$ cat src/verilog/dfc_pkg.sv
// dfc_pkg: object indices, subindices, field layouts and presets for the drive flags bank
// assumes an object-dictionary access port (index + subindex) from the fieldbus stack
package dfc_pkg;
  localparam logic [15:0] DFC_IDX_DRIVE_FLAGS = 16'h3212;
  localparam logic [15:0] DFC_IDX_ANALOG_READ = 16'h3220;
  localparam logic [15:0] DFC_IDX_ANALOG_SEL = 16'h3221;
  localparam logic [15:0] DFC_IDX_PIN_CONFIG = 16'h3231;
  localparam logic [7:0] DFC_SUB_COUNT = 8'h00;
  localparam logic [7:0] DFC_SUB_ONE = 8'h01;
  localparam logic [7:0] DFC_SUB_TWO = 8'h02;
  localparam logic [7:0] DFC_SUB_THREE = 8'h03;
  localparam logic [7:0] DFC_FLAGS_COUNT = 8'h03;
  localparam logic [7:0] DFC_ANALOG_COUNT = 8'h02;
  localparam logic [7:0] DFC_PIN_COUNT = 8'h02;
  localparam logic [7:0] DFC_FLAG_RESET = 8'h00;
  localparam logic [15:0] DFC_READING_RESET = 16'h0000;
  localparam logic [1:0] DFC_SEL_RESET = 2'h0;
  localparam logic [3:0] DFC_MASK_RESET = 4'h0;
  localparam logic [7:0] DFC_DIR_POS = 8'h01;
  localparam logic [7:0] DFC_DIR_NEG = 8'hFF;
  localparam int DFC_NUM_PINS = 4;
  localparam int DFC_PWM_BITS = 8;
  localparam logic [7:0] DFC_PWM_HALF = 8'h80;
  localparam logic [31:0] DFC_ZERO_WORD = 32'h00000000;

  // direction that the field logic is told to use
  typedef enum logic [2:0]
  {
    DFC_DIR_DEFAULT = 3'b001,
    DFC_DIR_FORCE_POS = 3'b010,
    DFC_DIR_FORCE_NEG = 3'b100
  } dfc_dir_type;

  // one object-dictionary request
  typedef struct packed
  {
    logic [15:0] index;
    logic [7:0] sub;
    logic wr;
    logic [31:0] wdata;
  } dfc_req_type;

  // per-pin pad control
  typedef struct packed
  {
    logic [3:0] out_en;
    logic [3:0] pull_en;
    logic [3:0] pull_up;
  } dfc_pad_type;
endpackage

$ cat src/verilog/dfc_drive_flags.sv
// dfc_drive_flags: drive flags, analog readings, analog select and flex pin config objects
// assumes a synchronous object-access strobe from the fieldbus stack on i_mclk, raw
// converter samples on the same clock, and a controller restart pulse from the system
//
// Summary of operation
// RULE1: legacy flag 0 in switched-on state: PWM fixed at half duty, no torque.
// RULE2: legacy flag 1 in switched-on state: PWM follows controller, holding torque.
// RULE3: direction override decoded signed: 0 default, 1 positive, -1 negative.
// RULE4: new direction override acts only after restart; operator reruns auto setup.
// RULE5: keep-gains flag 0: auto setup detects motor type, loads preset gains.
// RULE6: keep-gains flag 1: auto setup uses stored gains, leaves them untouched.
// RULE7: drive-flags entry count reads 03h, read only.
// RULE8: two analog readings are read-only signed 16-bit raw values, reset zero.
// RULE9: software scales current readings by 20 mA per 1024 units.
// RULE10: select bit clear measures voltage, set measures current.
// RULE11: select bit 0 is input one, bit 1 input two, rest no function.
// RULE12: four flex pins map to bits 0 to 3 of each 16-bit mask.
// RULE13: direction bit clear makes pin input (default), set makes output.
// RULE14: pull bit clear gives pull-down (default), set gives pull-up.
// RULE15: pull setting applies only while pin is an input.
// RULE16: written override stays pending, sampled into active logic at restart.
// RULE17: unused select bits and upper mask bits read zero, ignore writes.
`timescale 1ns/1ps

module dfc_drive_flags
  import dfc_pkg::*;
(
  input wire logic i_mclk,
  input wire logic i_rst_b,
  input wire logic i_acc_valid,
  input wire dfc_req_type i_acc_req,
  output logic [31:0] o_acc_rdata,
  output logic o_acc_ack,
  output logic o_acc_error,
  input wire logic i_ctrl_restart,
  input wire logic i_switched_on,
  input wire logic [DFC_PWM_BITS-1:0] i_ctrl_pwm,
  output logic [DFC_PWM_BITS-1:0] o_motor_pwm,
  output logic o_holding_torque,
  output dfc_dir_type o_field_dir,
  output logic o_setup_detect_motor,
  output logic o_setup_keep_gains,
  input wire logic i_sample_valid,
  input wire logic [15:0] i_sample_one,
  input wire logic [15:0] i_sample_two,
  output logic o_input_one_current_sel,
  output logic o_input_two_current_sel,
  output dfc_pad_type o_pad_ctrl
);

  ////////////////////////////////////////////////////////////////////////////
  // storage
  logic [7:0] holding_power_select_reg;
  logic [7:0] field_direction_override_reg;
  logic [7:0] keep_gain_settings_reg;
  logic [7:0] active_direction_reg;
  logic [15:0] analog_reading_one_reg;
  logic [15:0] analog_reading_two_reg;
  logic [1:0] analog_measure_select_reg;
  logic [3:0] pin_direction_mask_reg;
  logic [3:0] pin_pull_mask_reg;
  logic [31:0] rdata_reg;
  logic ack_reg;
  logic err_reg;
  logic [DFC_PWM_BITS-1:0] pwm_reg;

  ////////////////////////////////////////////////////////////////////////////
  // address decode
  wire logic hit_flags = i_acc_req.index == DFC_IDX_DRIVE_FLAGS;
  wire logic hit_read = i_acc_req.index == DFC_IDX_ANALOG_READ;
  wire logic hit_sel = i_acc_req.index == DFC_IDX_ANALOG_SEL;
  wire logic hit_pin = i_acc_req.index == DFC_IDX_PIN_CONFIG;
  wire logic sub0 = i_acc_req.sub == DFC_SUB_COUNT;
  wire logic sub1 = i_acc_req.sub == DFC_SUB_ONE;
  wire logic sub2 = i_acc_req.sub == DFC_SUB_TWO;
  wire logic sub3 = i_acc_req.sub == DFC_SUB_THREE;
  wire logic do_wr = i_acc_valid && i_acc_req.wr;
  wire logic wr_power = do_wr && hit_flags && sub1;
  wire logic wr_dir = do_wr && hit_flags && sub2;
  wire logic wr_keep = do_wr && hit_flags && sub3;
  wire logic wr_sel = do_wr && hit_sel && sub0;
  wire logic wr_dmask = do_wr && hit_pin && sub1;
  wire logic wr_pmask = do_wr && hit_pin && sub2;
  // known object/subindex pairs; writable ones are a subset
  wire logic known = (hit_flags && (sub0 || sub1 || sub2 || sub3))
    || (hit_read && (sub0 || sub1 || sub2)) || (hit_sel && sub0)
    || (hit_pin && (sub0 || sub1 || sub2));
  wire logic writable = wr_power || wr_dir || wr_keep || wr_sel || wr_dmask || wr_pmask;
  wire logic refused = i_acc_valid && (!known || (i_acc_req.wr && !writable));

  ////////////////////////////////////////////////////////////////////////////
  // read mux; narrow objects sit in low bits, signed ones sign-extended
  logic [31:0] rd_mux;
  always_comb
  begin
    rd_mux = DFC_ZERO_WORD;
    if (hit_flags && sub0)
      rd_mux = {24'h000000, DFC_FLAGS_COUNT}; // see RULE7
    else if (hit_flags && sub1)
      rd_mux = {{24{holding_power_select_reg[7]}}, holding_power_select_reg};
    else if (hit_flags && sub2)
      rd_mux = {{24{field_direction_override_reg[7]}}, field_direction_override_reg};
    else if (hit_flags && sub3)
      rd_mux = {{24{keep_gain_settings_reg[7]}}, keep_gain_settings_reg};
    else if (hit_read && sub0)
      rd_mux = {24'h000000, DFC_ANALOG_COUNT};
    else if (hit_read && sub1)
      rd_mux = {{16{analog_reading_one_reg[15]}}, analog_reading_one_reg}; // see RULE8
    else if (hit_read && sub2)
      rd_mux = {{16{analog_reading_two_reg[15]}}, analog_reading_two_reg}; // see RULE8
    else if (hit_sel && sub0)
      rd_mux = {30'h0, analog_measure_select_reg}; // see RULE17
    else if (hit_pin && sub0)
      rd_mux = {24'h000000, DFC_PIN_COUNT};
    else if (hit_pin && sub1)
      rd_mux = {28'h0000000, pin_direction_mask_reg}; // see RULE17
    else if (hit_pin && sub2)
      rd_mux = {28'h0000000, pin_pull_mask_reg}; // see RULE17
  end

  // answer one cycle after the request
  always_ff @(posedge i_mclk or negedge i_rst_b)
  begin
    if (!i_rst_b)
    begin
      rdata_reg <= DFC_ZERO_WORD;
      ack_reg <= 1'b0;
      err_reg <= 1'b0;
    end
    else
    begin
      ack_reg <= i_acc_valid;
      err_reg <= refused;
      if (i_acc_valid)
        rdata_reg <= refused ? DFC_ZERO_WORD : rd_mux;
    end
  end

  ////////////////////////////////////////////////////////////////////////////
  // writable flags and masks; only defined bits are kept
  always_ff @(posedge i_mclk or negedge i_rst_b)
  begin
    if (!i_rst_b)
    begin
      holding_power_select_reg <= DFC_FLAG_RESET;
      field_direction_override_reg <= DFC_FLAG_RESET;
      keep_gain_settings_reg <= DFC_FLAG_RESET;
      analog_measure_select_reg <= DFC_SEL_RESET;
      pin_direction_mask_reg <= DFC_MASK_RESET;
      pin_pull_mask_reg <= DFC_MASK_RESET;
    end
    else
    begin
      if (wr_power)
        holding_power_select_reg <= i_acc_req.wdata[7:0];
      if (wr_dir)
        field_direction_override_reg <= i_acc_req.wdata[7:0]; // see RULE16
      if (wr_keep)
        keep_gain_settings_reg <= i_acc_req.wdata[7:0];
      if (wr_sel)
        analog_measure_select_reg <= i_acc_req.wdata[1:0]; // see RULE11, see RULE17
      if (wr_dmask)
        pin_direction_mask_reg <= i_acc_req.wdata[DFC_NUM_PINS-1:0]; // see RULE12
      if (wr_pmask)
        pin_pull_mask_reg <= i_acc_req.wdata[DFC_NUM_PINS-1:0]; // see RULE17
    end
  end

  ////////////////////////////////////////////////////////////////////////////
  // pending override copied to the active direction only on restart, so a
  // mid-run write cannot flip the field under a turning motor
  always_ff @(posedge i_mclk or negedge i_rst_b)
  begin
    if (!i_rst_b)
      active_direction_reg <= DFC_FLAG_RESET;
    else if (i_ctrl_restart)
      active_direction_reg <= field_direction_override_reg; // see RULE4, see RULE16
  end

  // signed decode; other values fall back to the firmware default
  always_comb
  begin
    case (active_direction_reg)
      DFC_DIR_POS: o_field_dir = DFC_DIR_FORCE_POS; // see RULE3
      DFC_DIR_NEG: o_field_dir = DFC_DIR_FORCE_NEG; // see RULE3
      default: o_field_dir = DFC_DIR_DEFAULT; // see RULE3
    endcase
  end

  ////////////////////////////////////////////////////////////////////////////
  // motor PWM selection in the switched-on state
  wire logic legacy_on = holding_power_select_reg == DFC_DIR_POS;
  wire logic pwm_half = i_switched_on && !legacy_on;
  always_ff @(posedge i_mclk or negedge i_rst_b)
  begin
    if (!i_rst_b)
      pwm_reg <= DFC_PWM_HALF;
    else
      pwm_reg <= pwm_half ? DFC_PWM_HALF : i_ctrl_pwm; // see RULE1, see RULE2
  end
  assign o_motor_pwm = pwm_reg;
  assign o_holding_torque = i_switched_on && legacy_on; // see RULE2

  ////////////////////////////////////////////////////////////////////////////
  // auto setup policy
  wire logic keep_on = keep_gain_settings_reg == DFC_DIR_POS;
  assign o_setup_keep_gains = keep_on; // see RULE6
  assign o_setup_detect_motor = !keep_on; // see RULE5

  ////////////////////////////////////////////////////////////////////////////
  // raw converter samples latched as they arrive
  always_ff @(posedge i_mclk or negedge i_rst_b)
  begin
    if (!i_rst_b)
    begin
      analog_reading_one_reg <= DFC_READING_RESET;
      analog_reading_two_reg <= DFC_READING_RESET;
    end
    else if (i_sample_valid)
    begin
      analog_reading_one_reg <= i_sample_one; // see RULE8
      analog_reading_two_reg <= i_sample_two;
    end
  end

  // 1 = current, 0 = voltage
  assign o_input_one_current_sel = analog_measure_select_reg[0]; // see RULE10
  assign o_input_two_current_sel = analog_measure_select_reg[1]; // see RULE10

  ////////////////////////////////////////////////////////////////////////////
  // pad control per pin; pull only enabled for inputs
  generate
    for (genvar p = 0; p < DFC_NUM_PINS; p++)
    begin : g_pin
      assign o_pad_ctrl.out_en[p] = pin_direction_mask_reg[p]; // see RULE13
      assign o_pad_ctrl.pull_en[p] = !pin_direction_mask_reg[p]; // see RULE15
      assign o_pad_ctrl.pull_up[p] = !pin_direction_mask_reg[p] && pin_pull_mask_reg[p]; // see RULE14
    end
  endgenerate

  assign o_acc_rdata = rdata_reg;
  assign o_acc_ack = ack_reg;
  assign o_acc_error = err_reg;
endmodule

$ cat config.mk
export PLATFORM = sky130hd
export DESIGN_NAME = dfc_drive_flags
export DESIGN_NICKNAME = d
export VERILOG_FILES = /design/src/verilog/dfc_pkg.sv /design/src/verilog/dfc_drive_flags.sv
export SDC_FILE = /design/constraint.sdc
export NUM_CORES = 1
export LEC_CHECK = 0
export ABC_AREA = 1
export BUFFER_PORTS_ARGS = -buffer_cell sky130_fd_sc_hd__buf_2
export CAP_MARGIN = 20
export CELL_PAD_IN_SITES_DETAIL_PLACEMENT = 0
export CELL_PAD_IN_SITES_GLOBAL_PLACEMENT = 1
export CORE_MARGIN = 2
export CORE_UTILIZATION = 37
export CTS_CLUSTER_SIZE = 12
export DETAILED_ROUTE_END_ITERATION = 10
export PLACE_DENSITY = 0.77
export REMOVE_ABC_BUFFERS = 1
export SYNTH_ARGS = -nofsm -noshare
export SYNTH_HDL_FRONTEND = slang
export SYNTH_SLANG_ARGS = --single-unit
$ cat constraint.sdc
create_clock -name i_mclk -period 1.4 [get_ports i_mclk]
set_input_delay 0.28 -clock i_mclk [delete_from_list [all_inputs] [get_ports i_mclk]]
set_output_delay 0.28 -clock i_mclk [all_outputs]
set_load 0.02 [all_outputs]
After elaboration in Yosys (flattened, before gate mapping)
Index checks and enable logic that the tools add are counted.
Widths: inputs -> output; s select.
{"block": "word_totals", "n_memories": 0, "latchBits": 0, "register_bits": 116, "romBits": 0, "mem_bits_rw": 0}
{"block": "op_classes", "reduce_logical": 53, "n_eq_ne": 11, "bitwise_logic": 0, "n_addsub": 0, "mul": 0, "n_div": 0, "shifts": 0, "order_cmp": 0, "mux": 14}
{"cell": "$mux 32", "count": 8}
{"cell": "$eq 16x14->1 const B", "count": 4}
{"cell": "$eq 8x1->1 const B", "count": 4}
{"cell": "$logic_and 1x1->1", "count": 32}
{"cell": "$eq 8x2->1 const B", "count": 2}
{"cell": "$mux 4", "count": 4}
{"cell": "$logic_or 1x1->1", "count": 12}
{"cell": "$eq 8x8->1 const B", "count": 1}
{"cell": "$logic_not 1->1", "count": 8}
{"cell": "$logic_not 8->1", "count": 1}
{"cell": "$mux 8", "count": 1}
{"cell": "$pmux 3 s2", "count": 1}

Longest topological paths before layout
{"block": "depth", "word_depth": 14, "mapped_depth": 16, "depth_no_buf": 16}

Least setup slack after synthesis
OpenSTA, ideal clock, no wires.
{"block": "synth_timing", "kind": "in2reg", "startpoint": "input i_acc_req[52] (netlist bit)", "endpoint": "register rdata_reg[30] (netlist: o_acc_rdata[30])", "t_arrival_ns": 1.539, "path_buffers": 0, "cell_stages": 13, "t_required_ns": 1.334, "path_slack_ns": -0.205, "path_cell_list": "nor2_1 -> nand2_2 -> nor2_4 -> nand2_4 -> nor2_4 -> inv_2 -> o211ai_2 -> nand3_1 -> nand2_2 -> nand3_4 -> nor2_4 -> nand2_1 -> nand2_1"}
{"block": "synth_between", "elab_chain_cells": 13, "word_cells_on_any_way": 45}
{"element": "from (decl)", "line_no": "dfc_drive_flags.sv:31", "source": "input wire dfc_req_type i_acc_req,"}
{"element": "branches (longest 12 deep; another with $mux 32)"}
{"element": "$mux 32 *", "line_no": "dfc_drive_flags.sv:135", "source": "rdata_reg <= refused ? DFC_ZERO_WORD : rd_mux;"}
{"element": "to (signal assigned)", "line_no": "dfc_drive_flags.sv:135"}
{"element": "to (decl)", "line_no": "dfc_drive_flags.sv:62", "source": "logic [31:0] rdata_reg;"}
Mark *: on every way between the ends.
A chain may end at the register's enable or synchronous reset.

Worst setup path in the final report
{"block": "layout_timing", "startpoint": "register holding_power_select_reg[7]", "endpoint": "output o_holding_torque"}
{"block": "layout_between", "elab_chain_cells": 2}
{"element": "from (decl)", "line_no": "dfc_drive_flags.sv:53", "source": "logic [7:0] holding_power_select_reg;"}
{"element": "from (signal assigned)", "line_no": "dfc_drive_flags.sv:155", "source": "holding_power_select_reg <= i_acc_req.wdata[7:0];"}
{"element": "$eq 8x1->1", "line_no": "dfc_drive_flags.sv:192", "source": "wire logic legacy_on = holding_power_select_reg == DFC_DIR_POS;"}
{"element": "$logic_and 1x1->1", "line_no": "dfc_drive_flags.sv:202", "source": "assign o_holding_torque = i_switched_on && legacy_on;"}
{"element": "to (decl)", "line_no": "dfc_drive_flags.sv:39", "source": "output logic o_holding_torque,"}
No other way between the ends.

==> qor.csv <==
metric,value,unit
outcome,finished with violations,
failing checks,negative setup slack,
Vias,4638,
post-DP HPWL,10300,microns
pin count of the biggest net entering global routing,36,
Synth Cell Area,4940,sq um
Site Rows,42,
Tot Pwr,5.87,mW
flip-flop and latch area,2510,sq um
vias in the first global route,4528,
post-synth cell types,34,
ANT cells,0,
Register-to-Register Path Depth,8,
Nets,897,
number of vias per cell,4.76,
clock period minus worst slack,1.70,ns
Detail Route met2 WL,6890,microns
Synth warnings,0,
Slew HR,75.5,%
Pleak,3.78,nW
# setup viols final,22,
Post-synth EDFFs,0,
number of routed nets with antenna violations,0,
critical path cell sequence,"nor4_2, nand2_1, nor2_1, buf_4",
Worst R2R Start,pin_direction_mask_reg[1]$_DFFE_PN0P_,
CP Capture Type,primary output,
grt total ovfl,0,
hold_sp,i_ctrl_pwm[7],
final worst-path cycle share,122,%
Worst Slack Setup Final,-0.302,ns
CP Launch Type,flip-flop,
first-pass GRT wire length,22300,microns
final core area utilization,54.7,%
Max Cap Violations,0,
CTS tree,yes,
Die W,120,microns
M1 wire length,6540,microns
ys async rst share,100,%
Yosys top cell by area,dfrtp_1,
Mean Syn Cell Area,8.29,sq um
unrepaired setup endpoints after global routing,true,
VDD IR-drop max,645,uV
Hold EP,o_motor_pwm[7]$_DFF_PN1_,
CP Max Fanout,2,
Layout Cells excl Fill,975,
"count leader, synth",nand2_1,
Crit path max-delay family,simple AND/OR/NAND/NOR gates,
CTS H-tree lvls,3,
count of placed standard cells including taps,938,
worst r2r dst,o_acc_rdata[1]$_DFFE_PN0P_,
DRC,0,
CP max stage cell,dfrtp_1,
endpoints failing hold,0,
Die ar.,14300,sq um
worst slack at placement,-0.556,ns
layout cell share with drive strength beyond 1,44.8,%
hold path depth,2,
"Reg clk slew, reported paths",0.07,ns
CP max stage delay,0.39,ns
Syn-to-layout area delta,45.4,%
final WL,14100,microns
DR iter-0 viols,290,
worst slew pin tran,0.368,ns
core area,13100,sq um
root buffer cell,clkbuf_16,
Die Y,120,microns
initial antenna violation count,0,
clk sink count,100,
Synth top area share,50.2,%
later-pin clock latency in the skew report,0.34,ns
flop-to-flop setup slack,0.01,ns
Met3 Routed Length,550,microns
Hold/Removal Path Class,in -> reg,
GRT Resource Usage Total,19.4,%
Crit Path Category,reg -> out,
max layer used,met4,
"Seq/Total Area, Yosys",50.7,%
"Primary FF master, synth",dfrtp_1,
area occupied by multi-input gates,2350,sq um
gpl congestion,0.846,
CTS Buf Count,9,
FMAX,588,MHz
port bufs,140,
PD cells,818,nW/um^2
initial core utilization,37.6,%
Worst EP required,1.12,ns
Critical Path AT,1.42,ns
Routed WL per cell,14.4,microns
Detailed Routing Iterations Pass 1,4,
CTS max path bufs,2,
setup tns final,-3.02,ns
Synth top cells by count,"nand2_1 (146), dfrtp_1 (99), o21ai_0 (76), inv_1 (71), nor2_1 (49)",
Yosys reg bits,100,
num ports,165,
leading cell types by total area after synthesis,"dfrtp_1 (50%), nand2_1 (11%), o21ai_0 (7.7%), inv_1 (5.4%), mux2_2 (3.9%)",
fill count,1239,
Cells after Synth,596,
clk_skew,0.00660,ns
Bufs and invs on worst path,1,
fin. max-slew vios,0,
[what timing repair did]
action	4_1_cts	5_1_grt
resized for setup	52	113
setup endpoints to repair	43	59
buffers inserted	5	16
hold buffers	1	0
gates cloned	1	2
endpoints found under the hold margin	22	0
pin swaps	23	35
[worst reg2reg max path, delay by kind of cell, from the launching register on]
| family | cells | cell delay [ns] |
|---|---|---|
| flip-flops | 1 | 0.44 |
| AND/OR/NAND/NOR | 8 | 0.85 |
[cell families (layout without fill, tap and decap cells)]
family	Yosys count	in the layout	share of synthesized area, %
flip-flops	100	100	50.7
AND/OR/NAND/NOR	267	268	24.5
multiplexers	17	17	3.88
buffers and inverters	112	314	9.88
AO/OA/AOI/OAI	100	100	11.0
[final cells by class]
class / instances / area share [%]
Sequential cell: 100 / 34.9
Multi-Input combinational cell: 385 / 32.8
Timing Repair Buffer: 216 / 20.9
Inverter: 82 / 4.60
Clock buffer: 10 / 3.19
Tap cell: 176 / 3.07
Clock inverter: 6 / 0.575
[power breakdown]
part	leakage (nW)	switching [mW]	total (mW)	internal, mW
combinational	2.34	0.318	0.568	0.250
clock	0.124	1.07	2.27	1.20
sequential	1.31	0.0442	3.04	2.99
total	3.78	1.43	5.87	4.44
[layer usage]
layer / vias up / track usage, %
met4: 0 / 3.09
li1: 2294 / -
met3: 8 / 3.85
met2: 119 / 32.4
met1: 2217 / 26.8
met5: - / 0
[per-stage QoR]
step	hold WS, ns	instance area (sq um)
floorplan	-0.0156	4760
global placement	0.214	6190
detailed placement	0.222	6190
CTS	0.121	6680
global route	0.127	7180
finish	0.133	7180
[worst max-delay path by stage]
| stage | end | cells after the start | start |
|---|---|---|---|
| 2_1_floorplan | o_acc_rdata[30]$_DFFE_PN0P_ | 2 | o_acc_rdata[30]$_DFFE_PN0P_ |
| 3_3_place_gp | o_acc_rdata[13]$_DFFE_PN0P_ | 14 | i_acc_req[52] |
| 3_5_place_dp | o_acc_rdata[10]$_DFFE_PN0P_ | 14 | i_acc_req[56] |
| 4_1_cts | o_holding_torque | 4 | holding_power_select_reg[7]$_DFFE_PN0P_ |
| 5_1_grt | o_holding_torque | 4 | holding_power_select_reg[7]$_DFFE_PN0P_ |
| 6_report | o_holding_torque | 4 | holding_power_select_reg[7]$_DFFE_PN0P_ |
[cells in the final DEF (no fill, tap or decap), drive strengths merged]
| master | instances |
|---|---|
| a211oi | 12 |
| mux2 | 17 |
| nand3 | 18 |
| buf | 214 |
| nor3b | 1 |
| a21oi | 7 |
| nor2 | 61 |
| dfrtp | 99 |
| clkinv | 5 |
| or2 | 1 |
| dlygate4sd3 | 1 |
| and3 | 2 |
| clkbuf | 11 |
| clkinvlp | 3 |
| dfstp | 1 |
| nor4b | 1 |
| o22ai | 1 |
| nand2 | 154 |
| o21ai | 77 |
| nor3 | 18 |
| a22oi | 2 |
| nand4 | 8 |
| o211ai | 1 |
| nor4 | 4 |
| inv | 80 |
Note: power is estimated with default switching activity, not from simulation.
